<file path="src/common/rtlc_pkg.sv">
// shared types and constants of the test loopback control block
package rtlc_pkg;

    // ------------------------------------------------------------
    // widths and counts
    // ------------------------------------------------------------
    localparam int RTLC_WORD_W = 16;
    localparam int RTLC_CHAN_W = 3;
    localparam int RTLC_CNT_W = 9;
    localparam logic [RTLC_CNT_W-1:0] RTLC_BURST_BITS = 9'h072;
    localparam logic [RTLC_CNT_W-1:0] RTLC_SPEECH_BITS = 9'h104;
    localparam logic [RTLC_CNT_W-1:0] RTLC_EFS_BITS = 9'h0f4;
    localparam logic [RTLC_CNT_W-1:0] RTLC_DATA_BITS = 9'h1ff;
    localparam logic [2:0] RTLC_CTRL_SAPI = 3'h0;
    localparam int RTLC_MAX_RTD_FRAMES = 26;
    localparam int RTLC_FIFO_DEPTH = 4;

    // ------------------------------------------------------------
    // reset values
    // ------------------------------------------------------------
    localparam logic RTLC_CLOSED_RST = 1'b0;
    localparam logic RTLC_DAI_RST = 1'b0;

    // ------------------------------------------------------------
    // enumerations
    // ------------------------------------------------------------
    typedef enum logic [5:0] {
        RTLC_LOOP_A = 6'h01,
        RTLC_LOOP_B = 6'h02,
        RTLC_LOOP_C = 6'h04,
        RTLC_LOOP_D = 6'h08,
        RTLC_LOOP_E = 6'h10,
        RTLC_LOOP_F = 6'h20
    } rtlc_variant_t;

    typedef enum logic [3:0] {
        RTLC_OP_CLOSE = 4'h1,
        RTLC_OP_OPEN = 4'h2,
        RTLC_OP_DAI_ON = 4'h4,
        RTLC_OP_DAI_OFF = 4'h8
    } rtlc_op_t;

    typedef enum logic [3:0] {
        RTLC_TCH_FS = 4'h1,
        RTLC_TCH_HS = 4'h2,
        RTLC_TCH_EFS = 4'h4,
        RTLC_TCH_DATA = 4'h8
    } rtlc_tch_t;

    localparam logic [1:0] RTLC_SID_ERASED = 2'h0;
    localparam logic [1:0] RTLC_SID_VALID = 2'h2;

    // ------------------------------------------------------------
    // carriers
    // ------------------------------------------------------------
    typedef struct packed {
        rtlc_op_t op;
        rtlc_variant_t variant;
        logic [RTLC_CHAN_W-1:0] chan;
        logic [2:0] sapi;
        logic on_dcch;
        logic ack_mode;
    } rtlc_cmd_t;

    typedef struct packed {
        logic [RTLC_WORD_W-1:0] data;
        logic first;
        logic last;
        logic burst;
        logic traffic;
        logic tsc_ok;
        logic [1:0] steal;
        logic bfi;
        logic ufi;
        logic facch;
        logic [1:0] sid;
        logic [RTLC_CHAN_W-1:0] chan;
    } rtlc_rx_t;

    typedef struct packed {
        logic [RTLC_WORD_W-1:0] data;
        logic last;
        logic burst;
    } rtlc_tx_t;

endpackage

</file>
<file path="src/rtl/rtlc_fifo.sv">
// small word fifo with a registered read stage
`timescale 1ns/1ps
`default_nettype none
module rtlc_fifo #(
    parameter int WIDTH = 18,
    parameter int DEPTH = 4
) (
    input wire logic clk_sys,
    input wire logic reset,
    input wire logic in_valid,
    input wire logic [WIDTH-1:0] in_data,
    output logic in_ready,
    output logic out_valid,
    output logic [WIDTH-1:0] out_data,
    input wire logic out_ready
);
    localparam int AW = (DEPTH > 1) ? $clog2(DEPTH) : 1;

    logic [WIDTH-1:0] mem_q [DEPTH];
    logic [AW-1:0] wr_q;
    logic [AW-1:0] rd_q;
    logic [AW:0] cnt_q;
    logic [AW:0] cnt_d;
    logic push;
    logic pop;

    // ------------------------------------------------------------
    // pointers and fill level
    // ------------------------------------------------------------
    assign push = in_valid && in_ready;
    assign pop = (cnt_q != '0) && (!out_valid || out_ready);

    always_comb begin
        cnt_d = cnt_q;
        if (push && !pop) begin
            cnt_d = cnt_q + (AW+1)'(1);
        end else if (pop && !push) begin
            cnt_d = cnt_q - (AW+1)'(1);
        end
    end

    always_ff @(posedge clk_sys) begin
        if (reset) begin
            wr_q <= '0;
            rd_q <= '0;
            cnt_q <= '0;
            in_ready <= 1'b1;
        end else begin
            if (push) begin
                wr_q <= (wr_q == AW'(DEPTH - 1)) ? '0 : wr_q + AW'(1);
            end
            if (pop) begin
                rd_q <= (rd_q == AW'(DEPTH - 1)) ? '0 : rd_q + AW'(1);
            end
            cnt_q <= cnt_d;
            // ready is registered so the source sees a clean level
            in_ready <= (cnt_d < (AW+1)'(DEPTH));
        end
    end

    // ------------------------------------------------------------
    // storage and read register
    // ------------------------------------------------------------
    always_ff @(posedge clk_sys) begin
        if (push) begin
            mem_q[wr_q] <= in_data;
        end
    end

    always_ff @(posedge clk_sys) begin
        if (reset) begin
            out_valid <= 1'b0;
            out_data <= '0;
        end else if (pop) begin
            out_valid <= 1'b1;
            out_data <= mem_q[rd_q];
        end else if (out_ready) begin
            out_valid <= 1'b0;
        end
    end
endmodule
`default_nettype wire

</file>
<file path="src/rtl/rtlc_top.sv">
// test loopback control: command handling and looped data path
//
// Contract
// RULE1 - test functions switch on and off only through layer 3 commands
// RULE2 - commands count only on control channel, link access point zero, acked
// RULE3 - power-off or test SIM removal ends every active test function
// RULE4 - traffic loop and digital audio test never active together
// RULE5 - test functions can be activated only with a test SIM inserted
// RULE6 - loop closes only while a traffic channel is active
// RULE7 - burst loop sends 114 decrypted undecoded bits, stealing flags dropped
// RULE8 - burst loop returns content whatever the training sequence state
// RULE9 - uplink looped bursts use the station's own training sequence
// RULE10 - burst loop skips control and idle bursts, loops traffic only
// RULE11 - speech frame loops carry 244 bits on enhanced rate, else 260
// RULE12 - six single-slot loop variants are supported
// RULE13 - close command ignored with no traffic channel or loop closed
// RULE14 - bad frames are replaced by an all-zero frame uplink; code zeroes them in A, D, F (valid SID) and E (erased SID), not in B or C
// RULE15 - burst loop round trip stays below 26 frames
// RULE16 - variant and channel stay fixed until the loop is opened
`timescale 1ns/1ps
`default_nettype none
module rtlc_top
    import rtlc_pkg::*;
#(
    parameter int FIFO_DEPTH = RTLC_FIFO_DEPTH
) (
    input wire logic clk_sys,
    input wire logic reset,
    input wire logic power_on,
    input wire logic test_sim,
    input wire logic tch_active,
    input wire rtlc_tch_t tch_kind,
    input wire logic cmd_valid,
    input wire rtlc_cmd_t cmd,
    input wire logic rx_valid,
    input wire rtlc_rx_t rx,
    output logic rx_ready,
    output logic tx_valid,
    output rtlc_tx_t tx,
    input wire logic tx_ready,
    output logic tx_own_tsc,
    output logic close_ack,
    output logic loop_closed,
    output logic dai_active,
    output rtlc_variant_t loop_variant,
    output logic [RTLC_CHAN_W-1:0] loop_chan
);

    // ------------------------------------------------------------
    // command qualification
    // ------------------------------------------------------------
    logic cmd_ok;
    logic abort;
    logic do_close;
    logic do_open;
    logic do_dai_on;
    logic do_dai_off;

    // anything off the acknowledged control path is not a test command
    assign cmd_ok = cmd_valid && cmd.on_dcch && cmd.ack_mode
        && (cmd.sapi == RTLC_CTRL_SAPI); // see RULE2

    // losing power or the test SIM tears everything down
    assign abort = !power_on || !test_sim; // see RULE3

    assign do_close = cmd_ok && test_sim && (cmd.op == RTLC_OP_CLOSE)
        && tch_active && !loop_closed && !dai_active; // see RULE5 see RULE6 see RULE13
    assign do_open = cmd_ok && (cmd.op == RTLC_OP_OPEN); // see RULE1
    assign do_dai_on = cmd_ok && test_sim && (cmd.op == RTLC_OP_DAI_ON)
        && !loop_closed; // see RULE4
    assign do_dai_off = cmd_ok && (cmd.op == RTLC_OP_DAI_OFF);

    // ------------------------------------------------------------
    // loop state
    // ------------------------------------------------------------
    always_ff @(posedge clk_sys) begin
        if (reset || abort) begin
            loop_closed <= RTLC_CLOSED_RST; // see RULE3
        end else if (do_close) begin
            loop_closed <= 1'b1; // see RULE1
        end else if (do_open) begin
            loop_closed <= 1'b0;
        end
    end

    // variant and channel latch only on closure
    always_ff @(posedge clk_sys) begin
        if (reset) begin
            loop_variant <= RTLC_LOOP_A;
            loop_chan <= '0;
        end else if (do_close) begin
            loop_variant <= cmd.variant; // see RULE12 see RULE16
            loop_chan <= cmd.chan; // see RULE16
        end
    end

    always_ff @(posedge clk_sys) begin
        if (reset || abort) begin
            dai_active <= RTLC_DAI_RST; // see RULE3
        end else if (do_dai_on) begin
            dai_active <= 1'b1; // see RULE4
        end else if (do_dai_off) begin
            dai_active <= 1'b0;
        end
    end

    // one-cycle strobe asking the layer 3 side to send the acknowledge
    always_ff @(posedge clk_sys) begin
        if (reset) begin
            close_ack <= 1'b0;
        end else begin
            close_ack <= do_close && !abort;
        end
    end

    // ------------------------------------------------------------
    // frame length by channel kind
    // ------------------------------------------------------------
    logic burst_mode;
    logic [RTLC_CNT_W-1:0] limit;

    assign burst_mode = (loop_variant == RTLC_LOOP_C);

    always_comb begin
        limit = RTLC_SPEECH_BITS; // see RULE11
        if (burst_mode) begin
            limit = RTLC_BURST_BITS; // see RULE7
        end else if (tch_kind == RTLC_TCH_EFS) begin
            limit = RTLC_EFS_BITS; // see RULE11
        end else if (tch_kind == RTLC_TCH_DATA) begin
            limit = RTLC_DATA_BITS;
        end
    end

    // ------------------------------------------------------------
    // bad frame marking per variant
    // ------------------------------------------------------------
    logic bad_now;

    always_comb begin
        bad_now = 1'b0;
        unique case (loop_variant)
            RTLC_LOOP_A: begin
                // facch response is open here, zero is the safe answer
                bad_now = rx.bfi || rx.facch; // see RULE14
            end
            RTLC_LOOP_B: begin
                bad_now = 1'b0;
            end
            RTLC_LOOP_C: begin
                bad_now = 1'b0;
            end
            RTLC_LOOP_D: begin
                bad_now = rx.bfi || rx.ufi || rx.facch; // see RULE14
            end
            RTLC_LOOP_E: begin
                bad_now = (rx.sid == RTLC_SID_ERASED) || rx.facch; // see RULE14
            end
            RTLC_LOOP_F: begin
                bad_now = ((rx.sid == RTLC_SID_VALID) && rx.bfi) || rx.facch; // see RULE14
            end
            default: begin
                bad_now = 1'b1;
            end
        endcase
    end

    // ------------------------------------------------------------
    // word selection and trimming
    // ------------------------------------------------------------
    logic fifo_ready;
    logic take;
    logic wanted;
    logic zero_q;
    logic zero_eff;
    logic [RTLC_CNT_W-1:0] bits_q;
    logic [RTLC_CNT_W-1:0] bits_eff;
    logic [RTLC_CNT_W-1:0] left;
    logic [RTLC_WORD_W-1:0] mask;
    logic push;
    rtlc_tx_t push_word;

    assign take = rx_valid && fifo_ready;

    // training sequence state is never looked at in burst mode
    always_comb begin
        wanted = 1'b0;
        if (loop_closed && tch_active) begin
            if (burst_mode) begin
                wanted = rx.burst && rx.traffic; // see RULE10 see RULE8
            end else begin
                wanted = !rx.burst && (rx.chan == loop_chan);
            end
        end
    end

    assign bits_eff = rx.first ? '0 : bits_q;
    assign left = limit - bits_eff;
    assign zero_eff = rx.first ? bad_now : zero_q;
    assign push = take && wanted && (left != '0);

    // keep the top bits of a partial last word; stealing flags travel
    // separately and are never part of the looped bits
    always_comb begin
        mask = '1;
        if (left < RTLC_CNT_W'(RTLC_WORD_W)) begin
            mask = ~({RTLC_WORD_W{1'b1}} >> left[4:0]); // see RULE7 see RULE11
        end
    end

    always_comb begin
        push_word.data = zero_eff ? '0 : (rx.data & mask); // see RULE14
        push_word.last = rx.last || (left <= RTLC_CNT_W'(RTLC_WORD_W));
        push_word.burst = burst_mode;
    end

    always_ff @(posedge clk_sys) begin
        if (reset) begin
            bits_q <= '0;
        end else if (take && wanted) begin
            if (left <= RTLC_CNT_W'(RTLC_WORD_W)) begin
                bits_q <= limit;
            end else begin
                bits_q <= bits_eff + RTLC_CNT_W'(RTLC_WORD_W);
            end
        end
    end

    // the bad marking of a frame holds for all of its words
    always_ff @(posedge clk_sys) begin
        if (reset) begin
            zero_q <= 1'b0;
        end else if (take && rx.first) begin
            zero_q <= bad_now;
        end
    end

    // ------------------------------------------------------------
    // uplink buffer
    // ------------------------------------------------------------
    // a few words of buffering keep the burst round trip far below
    // the allowed frame count; deeper buffers would eat into it
    logic [$bits(rtlc_tx_t)-1:0] fifo_out;

    rtlc_fifo #(
        .WIDTH($bits(rtlc_tx_t)),
        .DEPTH(FIFO_DEPTH)
    ) u_fifo (
        .clk_sys(clk_sys),
        .reset(reset || abort),
        .in_valid(push), // see RULE15
        .in_data(push_word),
        .in_ready(fifo_ready),
        .out_valid(tx_valid),
        .out_data(fifo_out),
        .out_ready(tx_ready)
    );

    assign tx = rtlc_tx_t'(fifo_out);
    assign rx_ready = fifo_ready;

    // ------------------------------------------------------------
    // training sequence select
    // ------------------------------------------------------------
    always_ff @(posedge clk_sys) begin
        if (reset) begin
            tx_own_tsc <= 1'b1;
        end else begin
            tx_own_tsc <= 1'b1; // see RULE9
        end
    end

endmodule
`default_nettype wire

</file>
<file path="config.mk">
export PLATFORM = sky130hd
export DESIGN_NAME = rtlc_top
export DESIGN_NICKNAME = d
export VERILOG_FILES = /design/src/common/rtlc_pkg.sv /design/src/rtl/rtlc_fifo.sv /design/src/rtl/rtlc_top.sv
export SDC_FILE = /design/constraint.sdc
export NUM_CORES = 1
export LEC_CHECK = 0
export BUFFER_PORTS_ARGS = -buffer_cell sky130_fd_sc_hd__buf_4
export CAP_MARGIN = 20
export CORE_MARGIN = 2
export CORE_UTILIZATION = 63
export CTS_BUF_LIST = sky130_fd_sc_hd__clkbuf_8
export DETAILED_ROUTE_END_ITERATION = 6
export PLACE_DENSITY = 0.86
export SYNTH_ARGS = -nofsm -noshare
export SYNTH_HDL_FRONTEND = slang
export SYNTH_HIERARCHICAL = 1
export SYNTH_SLANG_ARGS = --single-unit
</file>
<file path="constraint.sdc">
create_clock -name clk_sys -period 11.6 [get_ports clk_sys]
set_input_delay 1.16 -clock clk_sys [delete_from_list [all_inputs] [get_ports clk_sys]]
set_output_delay 1.16 -clock clk_sys [all_outputs]
set_load 0.05 [all_outputs]
</file>
## Word-level counts from Yosys, hierarchy flattened

Memory sizes are Yosys's and may differ from the RTL's. A register that Yosys moved wholly into a read port is not among the register bits.
Cells that the tools add are included.

| storage, ports and cells | value |
|---|---|
| bits in registers | 31 |
| bits in writable memories | 72 |
| bits of input ports | 61 |
| output and inout port bits | 33 |
| logic and storage cells | 115 |
| memories kept | 1 |

| operators by class | value |
|---|---|
| add/sub/neg operators | 6 |
| order comparisons | 3 |
| eq/ne operators | 16 |
| shift-type cells | 1 |
| multiplexer cells | 23 |
| bitwise operators | 2 |
| reductions and logical operators | 51 |

Memory list:

| name | words | bits a word | rd ports | clocked after memory_dff | write ports | RTL line | text |
|---|---|---|---|---|---|---|---|
| u_fifo.mem_q | 4 | 18 | 1 | 1 | 1 | rtlc_fifo.sv:19 | `logic [WIDTH-1:0] mem_q [DEPTH];` |

Operators with widths:

| operator | count |
|---|---|
| two-way mux 9 bit | 4 |
| two-way mux 16 bit | 2 |
| logical AND 1 bit | 25 |
| bitwise AND 16 bit | 1 |
| NOT 16 bit | 1 |
| right shift 16 x 5 -> 16 bit, first input constant | 1 |
| two-way mux 1 bit | 11 |
| adder 9 x 5 -> 9 bit, second input constant | 1 |
| <= comparator 9 x 5 -> 1 bit, second input constant | 1 |
| zero test 1 bit | 9 |
| logical OR 1 bit | 9 |
| less-than comparator 9 x 5 -> 1 bit, second input constant | 1 |
| nonzero test 9 bit | 1 |
| subtractor 9 bit | 1 |
| equality test 4 x 3 -> 1 bit, second input constant | 2 |
| equality test 4 bit, second input constant | 2 |
| two-way mux 8 bit | 1 |
| equality test 2 bit, second input constant | 3 |
| equality test 6 x 1 -> 1 bit, second input constant | 1 |
| equality test 6 x 2 -> 1 bit, second input constant | 1 |
| equality test 6 x 3 -> 1 bit, second input constant | 1 |
| equality test 6 x 4 -> 1 bit, second input constant | 1 |
| equality test 6 x 5 -> 1 bit, second input constant | 1 |
| equality test 6 bit, second input constant | 1 |
| other kinds (15) | 20 |

## Longest topological paths before layout

Gate-level depths: netlist (run 1).

| depth | value |
|---|---|
| depth after elaboration | 13 |
| depth in mapped cells | 18 |
| gate-level depth less buffers | 18 |

## Hierarchy

Netlist (run 1), hierarchy kept.

By module, submodules not included:

| module | times used | cells each | area each (sq um) | sequential area each (sq um) |
|---|---|---|---|---|
| rtlc_fifo | 1 | 201 | 3732.3 | 2702.6 |
| rtlc_top | 1 | 280 | 2217.1 | 440.4 |

## Worst setup path after synthesis (run 1)

OpenSTA, ideal clock, no wires.

| timing | value |
|---|---|
| path type | input to register |
| start point | input port tch_kind[1] |
| end point | register u_fifo.in_ready |
| library setup time | 0.127 ns |
| arrival | 4.728 ns |
| data required time | 11.473 ns |
| setup slack | 6.745 ns |
| stages | 16 |
| buffers on the path | 0 |
| path through | nor4b_1 -> nand2_1 -> ha_1 -> fa_1 -> nor2b_4 -> o31ai_1 -> a32oi_1 -> xnor2_1 -> nand3_1 -> o31a_1 -> nand2_1 -> inv_1 -> ha_1 -> and2_1 -> o21ai_0 -> or3b_1 |

| on the way | value |
|---|---|
| longest elaborated chain between the ends | 13 |
| elaborated cells on any way between the ends | 15 |

Ends and longest elaborated chain:

| element | RTL line | text |
|---|---|---|
| start: declaration | rtlc_top.sv:32 | `input wire rtlc_tch_t tch_kind,` |
| equality test 4 bit | rtlc_top.sv:130 | `end else if (tch_kind == RTLC_TCH_DATA) begin` |
| two-way mux 8 bit | rtlc_top.sv:130 |  |
| two-way mux 9 bit * | rtlc_top.sv:128 | `end else if (tch_kind == RTLC_TCH_EFS) begin` |
| two-way mux 9 bit * | rtlc_top.sv:126 | `if (burst_mode) begin` |
| subtractor 9 bit * | rtlc_top.sv:198 | `assign left = limit - bits_eff;` |
| nonzero test 9 bit * | rtlc_top.sv:200 | `assign push = take && wanted && (left != '0);` |
| logical AND 1 bit * | rtlc_top.sv:200 |  |
| named net push | rtlc_top.sv:180 | `logic push;` |
| logical AND 1 bit * | rtlc_fifo.sv:30 | `assign push = in_valid && in_ready;` |
| named net u_fifo.push | rtlc_fifo.sv:24 | `logic push;` |
| zero test 1 bit | rtlc_fifo.sv:37 | `end else if (pop && !push) begin` |
| logical AND 1 bit | rtlc_fifo.sv:37 |  |
| two-way mux 3 bit | rtlc_fifo.sv:37 |  |
| two-way mux 3 bit * | rtlc_fifo.sv:35 | `if (push && !pop) begin` |
| less-than comparator 3 bit * | rtlc_fifo.sv:57 | `in_ready <= (cnt_d < (AW+1)'(DEPTH));` |
| end signal: assignment | rtlc_fifo.sv:57 |  |
| end: declaration | rtlc_fifo.sv:12 | `output logic in_ready,` |

Mark *: on every way through the listed nets, which the timed path passes. The rest lies on a longest branch.
A chain may end at the register's enable or synchronous reset.

## Final worst setup path (run 1)

Same ends and word-level chain as after synthesis.

==> results of run 1 <==
==> per-layer routing <==
metal	wire length, um	vias up	part of all wire [%]	track usage [%]
li1	-	2047	-	-
met2	6463	194	50	44.27
met5	0	-	0	0
met4	174	0	1.3	8.316
met3	1067	19	8.2	7.591
met1	5265	2095	41	31.67
==> registers in the layout (all words and copies together) (netlist names), named ones only <==
name,cells
u_fifo/mem_q,72
u_fifo/out_data,18
bits_q,9
loop_variant,6
loop_chan,3
u_fifo/cnt_q,2
u_fifo/rd_q,2
u_fifo/wr_q,2
close_ack,1
dai_active,1
loop_closed,1
u_fifo/in_ready,1
u_fifo/out_valid,1
zero_q,1
==> synth_stat cells (3+ instances only) <==
master,number
buf_4,4
o211ai_1,7
ha_1,19
buf_2,5
nand4_1,5
o311ai_0,4
nand2_1,18
nor2b_1,9
nor2_1,35
dfxtp_1,49
or2_2,3
nand4b_1,4
nor4b_1,4
a211oi_1,4
a21oi_1,20
or3_1,3
o31ai_1,4
nor3b_1,5
xnor2_1,4
o211a_1,3
mux4_2,18
edfxtp_1,72
nor3_1,8
a21o_1,6
nand3b_1,7
xor2_1,10
mux2i_1,9
o21ai_0,17
inv_1,15
o311a_1,7
clkbuf_1,9
nor4_1,3
buf_6,3
and3_1,8
nand3_1,11
nand2b_1,11
a22o_1,19
==> worst max-delay path, cell delays in order <==
cell and delay (ps):
buf_4 120, nor4b_1 480, nand2_1 190, ha_1 280
fa_1 510, nor2b_4 160, o31ai_1 90, a32oi_1 330
xnor2_1 220, nand3_1 400, o31a_1 480, nand2_1 180
inv_1 60, ha_1 270, and2_1 200, o21ai_0 130
or3b_1 340
==> path summary, 6_finish.rpt <==
| path | to | from | slack (ps) | cells past startpoint |
|---|---|---|---|---|
| worst min-delay path | u_fifo/out_data[0] | u_fifo/out_data[0] | 480 | 1 |
| worst min register to register | u_fifo/out_data[0] | u_fifo/out_data[0] | 480 | 1 |
| worst max-delay path | u_fifo/in_ready | tch_kind[1] | 6310 | 17 |
| worst max register to register | u_fifo/in_ready | loop_variant[5] | 6770 | 17 |
==> cell type report <==
| cell class | count | area, sq um | share of cell area [%] |
|---|---|---|---|
| clock buffers | 17 | 234.0 | 3.325 |
| clock inverters | 15 | 156.4 | 2.223 |
| inverters | 16 | 60.06 | 0.8535 |
| flip-flops and latches | 121 | 3143 | 44.67 |
| multi-input cells | 323 | 2629 | 37.36 |
| well taps | 111 | 138.9 | 1.974 |
| repair buffers | 90 | 675.6 | 9.602 |
==> power breakdown <==
group          internal (mW)  switching, mW  leakage, nW
sequential             0.457       0.000165         1.04
clock                  0.178          0.192        0.196
combinational         0.0285         0.0388         1.39
total                  0.663          0.231         2.62
==> metrics by stage <==
| step | total power [mW] | instances | util (%) | setup WS [ps] | hold WS [ps] |
|---|---|---|---|---|---|
| final | 0.8943 | 693 | 76.52 | 6315 | 483.3 |
| after global routing | 0.9216 | 693 | 76.52 | 6078 | 503.7 |
| after CTS | 0.8979 | 693 | 76.52 | 6410 | 485.7 |
| after detailed placement | 0.5319 | 661 | 72.27 | 5988 | 466.1 |
| after global placement | 0.5293 | 661 | 72.27 | 6092 | 460.2 |
| after floorplan | 0.5060 | 481 | - | 6745 | 469.2 |
==> cell families (layout without fill, tap and decap cells) <==
logic type / after synthesis / in the layout
simple gates: 147 / 147
flops: 121 / 121
xor+xnor: 15 / 15
compound gates: 113 / 113
mux: 27 / 27
buf+inv: 37 / 138
fa+ha+maj: 20 / 20
other cells: 1 / 1
==> results_dict.tcl, run 1 <==
set metrics [dict create \
    status "completed" \
    ant_nets 0 \
    antenna_found_initial 0 \
    synth-seq-area-share_pct 52.83 \
    crit_path_max_fanout 10 \
    synth_cell_types 69 \
    critPathKind "input pin to register" \
    final_area_sq_um 7037 \
    fin_setup_tns_ps 0 \
    required_ps 11910 \
    p_per_area_nw_per_um2 127.1 \
    cts.sinks 121 \
    cp-end-kind "register" \
    die_area_sq_um 10240 \
    finalCritPeriodShare_pct 45.56 \
    grt_setup_unrepaired "false" \
    synth_top_family_by_area "compound AO/OA/AOI/OAI gates" \
    die_w_um 101.2 \
    grt_usage_pct 25.84 \
    cts.clk_slew.worst_paths_ps 80 \
    syn_to_final_growth_pct 18.28 \
    cp_data_arrival_time_ps 5600 \
    tightest_slew_ps 1042 \
    drt-wirelength-per-cell_um 18.72 \
    max_slew_margin_pct 30.51 \
    synth_compound_area_share_pct 14.76 \
    synth_edf_count 72 \
    yosysTopAreaCell "edfxtp_1" \
    dpl.hpwl_um 9034 \
    grt_max_degree 27 \
    route.vias.total 4355 \
    first_pass_iters 7 \
    drv_slew 0 \
    chipHeight_um 101.2 \
    totalWireLength_um 12970 \
    leakagePower_nw 2.621 \
    post_cts_buffers 0 \
    fin_crit_ps 5285 \
    final_common_cell "buf_4" \
    synth_xor_xnor_area_share_pct 2.334 \
    yosys_register_bits 121 \
    clk_latency_ps 430 \
    viasPerCell 6.284 \
    clockBufferDepth 2 \
    holdBufCountCts 0 \
    syn_avg_cell_area_sq_um 12.37 \
    grt_pass1_vias 4280 \
    grt_overflow_total 0 \
    cts-resized-gates 0 \
    yosysTopAreaCellShare_pct 36.34 \
    n_fill_cell 566 \
    async_reset_ff_share_pct 0 \
    cts.htree.levels 4 \
    hold_viol 0 \
    synth_area_leaders "edfxtp_1 36%, dfxtp_1 16%, mux4_2 6.8%" \
    fmax_mhz 189.2 \
    antenna-diode-count 0 \
    final_cell_mix "90 x buf_4, 72 x edfxtp_1, 49 x dfxtp_1" \
    drv_cap 0 \
    port_buffers 89 \
    critPathLaunchType "input pin" \
    place.gp.congestion 0.8768 \
    final-setup-viol-count 0 \
    ys_warn_count 6 \
    row_count 35 \
    syn_inst 481 \
    num_io_pins 94 \
    skew_ps 15.32 \
    syn_nets 562 \
    drive_above_1_share_pct 27.32 \
    drtIter0Drc 310 \
    drc 0 \
    min_path_type "register to register" \
    placedInstanceArea_sq_um 6646 \
    synthAdderAreaFrac_pct 4.332 \
    ir_drop_v 0.00008482 \
    synth_simple_gate_area_share_pct 14.28 \
    finalNetCount 650 \
    yosys-mux-area-fraction_pct 8.328 \
    clockRootBuffer "clkbuf_8" \
    cts_buffers 17 \
    core_area_sq_um 9196 \
    synth-main-ff-cell "edfxtp_1" \
    netlist_area_sq_um 5949 \
    grt_pass1_wl_um 20190 \
    cts_tree "yes" \
    start_util_pct 64.69 \
]
Power figures use the tool's default switching activity.
==> run 2: changes to the inputs <==
--- a/config.mk
+++ b/config.mk
@@ -5,13 +5,14 @@
 export SDC_FILE = /design/constraint.sdc
 export NUM_CORES = 1
 export LEC_CHECK = 0
+export ABC_AREA = 1
 export BUFFER_PORTS_ARGS = -buffer_cell sky130_fd_sc_hd__buf_4
 export CAP_MARGIN = 20
 export CORE_MARGIN = 2
-export CORE_UTILIZATION = 63
+export CORE_UTILIZATION = 60
 export CTS_BUF_LIST = sky130_fd_sc_hd__clkbuf_8
 export DETAILED_ROUTE_END_ITERATION = 6
-export PLACE_DENSITY = 0.86
+export PLACE_DENSITY = 0.82
 export SYNTH_ARGS = -nofsm -noshare
 export SYNTH_HDL_FRONTEND = slang
 export SYNTH_HIERARCHICAL = 1
==> constraint.sdc (replaced) <==
create_clock -name clk_sys -period 5.3 [get_ports clk_sys]
set_input_delay 0.53 -clock clk_sys [delete_from_list [all_inputs] [get_ports clk_sys]]
set_output_delay 0.53 -clock clk_sys [all_outputs]
set_load 0.05 [all_outputs]
==> run 2 against run 1 <==
Total power is 130% higher. Final cell count increased by 56%. Non-clock buffer count rose by 6. Die area is 17% higher. Count of clock-buffer cells in the layout is 4 higher. Design area up 11%. Critical path depth increased by 4. Area after synthesis increased by 12%.
==> results_dict.tcl, run 2 <==
set metrics [dict create \
    grt_pass1_vias 5079 \
    row_count 38 \
    slowest_delay_ps 550 \
    largest_register_ffs 72 \
    top_usage_layer "met2" \
    num_io_pins 94 \
    synth_edf_count 72 \
    crit_chain "nor2_2 > nand3_4 > inv_1 > nor2_1 > inv_1 > ha_1 > fa_1 > inv_1 > nand3_1 > nand2_1 > nand2_1 > nand2_1 > inv_1 > nand2_1 > nor2_8 > nand3_2 > nand2_1 > inv_1 > nand2_1 > nor2_1 > buf_4" \
    first_pass_iters 5 \
    die_area_sq_um 11960 \
    cts.sinks 121 \
    yosys_register_bits 121 \
    grt_pass1_wl_um 22940 \
    holdBufCountCts 0 \
    netlist_area_sq_um 6659 \
    synth_common_cells "181 x nand2_1, 165 x inv_1, 86 x nor2_1" \
    synth-main-ff-cell "edfxtp_1" \
    place_inst 1050 \
    syn_to_final_growth_pct 17.14 \
    drv_cap 0 \
    crit_top_cell "nand2_1" \
    clk_latency_ps 450 \
    drc 0 \
    cp_top_family "simple AND/OR/NAND/NOR gates" \
    synth_cell_types 40 \
    seq_area_sq_um 3143 \
    drtIter0Drc 330 \
    multi_input_area_sq_um 2691 \
    syn_inst 837 \
    p_per_area_nw_per_um2 258.4 \
    yosysTopAreaCellShare_pct 32.47 \
    tightest_slew_ps 630.6 \
    grt_usage_pct 25.11 \
    cts_tree "yes" \
    start_util_pct 61.43 \
    final_cell_mix "181 x nand2_1, 166 x inv_1, 95 x buf_4" \
    syn_nets 918 \
    met3_usage_pct 6.520 \
    grt_overflow_total 0 \
    cts-resized-gates 0 \
    route.vias.total 5433 \
    die_w_um 109.3 \
    viasPerCell 5.017 \
    grt_setup_unrepaired "false" \
    dpl.hpwl_um 9485 \
    fmax_mhz 241.2 \
    place.gp.congestion 0.8628 \
    grt_util_met2_pct 43.65 \
    cp_slowest_cell "nor2_1" \
    critPathLaunchType "register" \
    cts_buffers 17 \
    synth_area_leaders "edfxtp_1 32%, dfxtp_1 15%, nand2_1 10%" \
    max_slew_margin_pct 57.81 \
    core_area_sq_um 10840 \
    drt-wirelength-per-cell_um 13.04 \
    cp-end-kind "register" \
    ir_drop_v 0.0001774 \
    crit_path_max_fanout 13 \
    clockBufferDepth 2 \
    fin_crit_ps 4146 \
    antenna_found_initial 0 \
    cp_num_buf_inv 6 \
    synth-seq-area-share_pct 47.20 \
    largest-register "u_fifo/mem_q" \
    min_path_type "input pin to register" \
    clockRootBuffer "clkbuf_8" \
    cp_data_arrival_time_ps 4280 \
    final-setup-viol-count 0 \
    post_cts_buffers 0 \
    drive_above_1_share_pct 19.72 \
    cts.htree.levels 4 \
    drv_slew 0 \
    yosysMostFrequentCell "nand2_1" \
    totalWireLength_um 14120 \
    final_common_cell "nand2_1" \
    grtUsageMet1_pct 29.52 \
    fin_setup_tns_ps 0 \
    ant_nets 0 \
    chipHeight_um 109.3 \
    final_cells 1083 \
    async_reset_ff_share_pct 0 \
    n_fill_cell 837 \
    finalCritPeriodShare_pct 78.22 \
    required_ps 5430 \
    cts.clk_slew.worst_paths_ps 70 \
    yosysTopAreaCell "edfxtp_1" \
    finalNetCount 1011 \
    status "completed" \
    ys_warn_count 6 \
    hold_viol 0 \
    port_buffers 89 \
    syn_avg_cell_area_sq_um 7.956 \
    skew_ps 14.21 \
    leakagePower_nw 3.652 \
    grt_max_degree 40 \
    reg_top3 "u_fifo/mem_q: 72 flops, u_fifo/out_data: 18 flops, bits_q: 9 flops" \
    critPathKind "register to register" \
    antenna-diode-count 0 \
]
[run 2: cell types whose count changed in the layout (fill, tap and decap cells not counted), sizes merged, moves of 19 or more]
cell / before / now
a21oi: 22 / 42
nor2: 35 / 114
inv: 25 / 172
nand3: 12 / 80
a22o: 19 / 0
nand2: 19 / 194
[run 2: worst reg2reg max path, cell delays in order, from the launching register on]
cell	delay, ps
dfxtp_1	420
nor2_2	90
nand3_4	160
inv_1	130
nor2_1	180
inv_1	70
ha_1	220
fa_1	390
inv_1	80
nand3_1	80
nand2_1	110
nand2_1	50
nand2_1	180
inv_1	100
nand2_1	170
nor2_8	90
nand3_2	80
nand2_1	50
inv_1	90
nand2_1	200
nor2_1	550
buf_4	350
[run 2: path summary, 6_finish.rpt]
kind                            depth (start not counted)  slack (ps)                   to             from
worst max-delay path                                   21        1150  u_fifo/mem_q[1][11]  loop_variant[1]
worst min-delay path                                    3         350      loop_variant[0]           cmd[8]
worst max register to register                         21        1150  u_fifo/mem_q[1][11]  loop_variant[1]
worst min register to register                          2         490      u_fifo/cnt_q[0]  u_fifo/cnt_q[0]
[run 2: layer usage]
metal | vias up | routed length (um)
met1 | 2406 | 5700
met4 | 0 | 265
met3 | 28 | 975
li1 | 2808 | -
met5 | - | 0
met2 | 191 | 7180
[run 2: through the flow]
stage | hold WS (ps) | total power [mW] | util, % | worst slack, ps | cell area (sq um)
6_report | 345.2 | 2.015 | 71.95 | 1154 | 7800
5_1_grt | 337.9 | 2.078 | 71.95 | 769.1 | 7800
4_1_cts | 325.1 | 2.022 | 71.81 | 1105 | 7785
3_5_place_dp | 484.7 | 1.175 | 67.98 | 954.9 | 7370
3_3_place_gp | 475.4 | 1.173 | 67.98 | 1071 | 7370
2_1_floorplan | 461.9 | 1.119 | - | 1211 | 6659
[run 2: cell type report]
type | count | share of cell area, %
Sequential cell | 121 | 40.30
Inverter | 171 | 8.293
Clock buffer | 21 | 3.705
Timing Repair Buffer | 96 | 9.336
Tap cell | 140 | 2.246
Multi-Input combinational cell | 523 | 34.50
Clock inverter | 11 | 1.620
[run 2: logic make-up after synthesis]
kind of cell	count (synthesis)	share of synthesized area, %
XOR/XNOR	4	0.5262
adder cells (fa/ha/maj)	20	3.871
flip-flops	121	47.20
AO/OA/AOI/OAI	65	5.524
AND/OR/NAND/NOR	433	30.44
buffers and inverters	193	12.38
other	1	0.05632
[run 2: power breakdown]
group | internal (mW) | leakage [nW] | total, mW | switching, mW
registers | 1.00 | 1.04 | 1.00 | 0.000299
clock network | 0.505 | 0.213 | 0.857 | 0.352
logic | 0.0606 | 2.40 | 0.157 | 0.0969
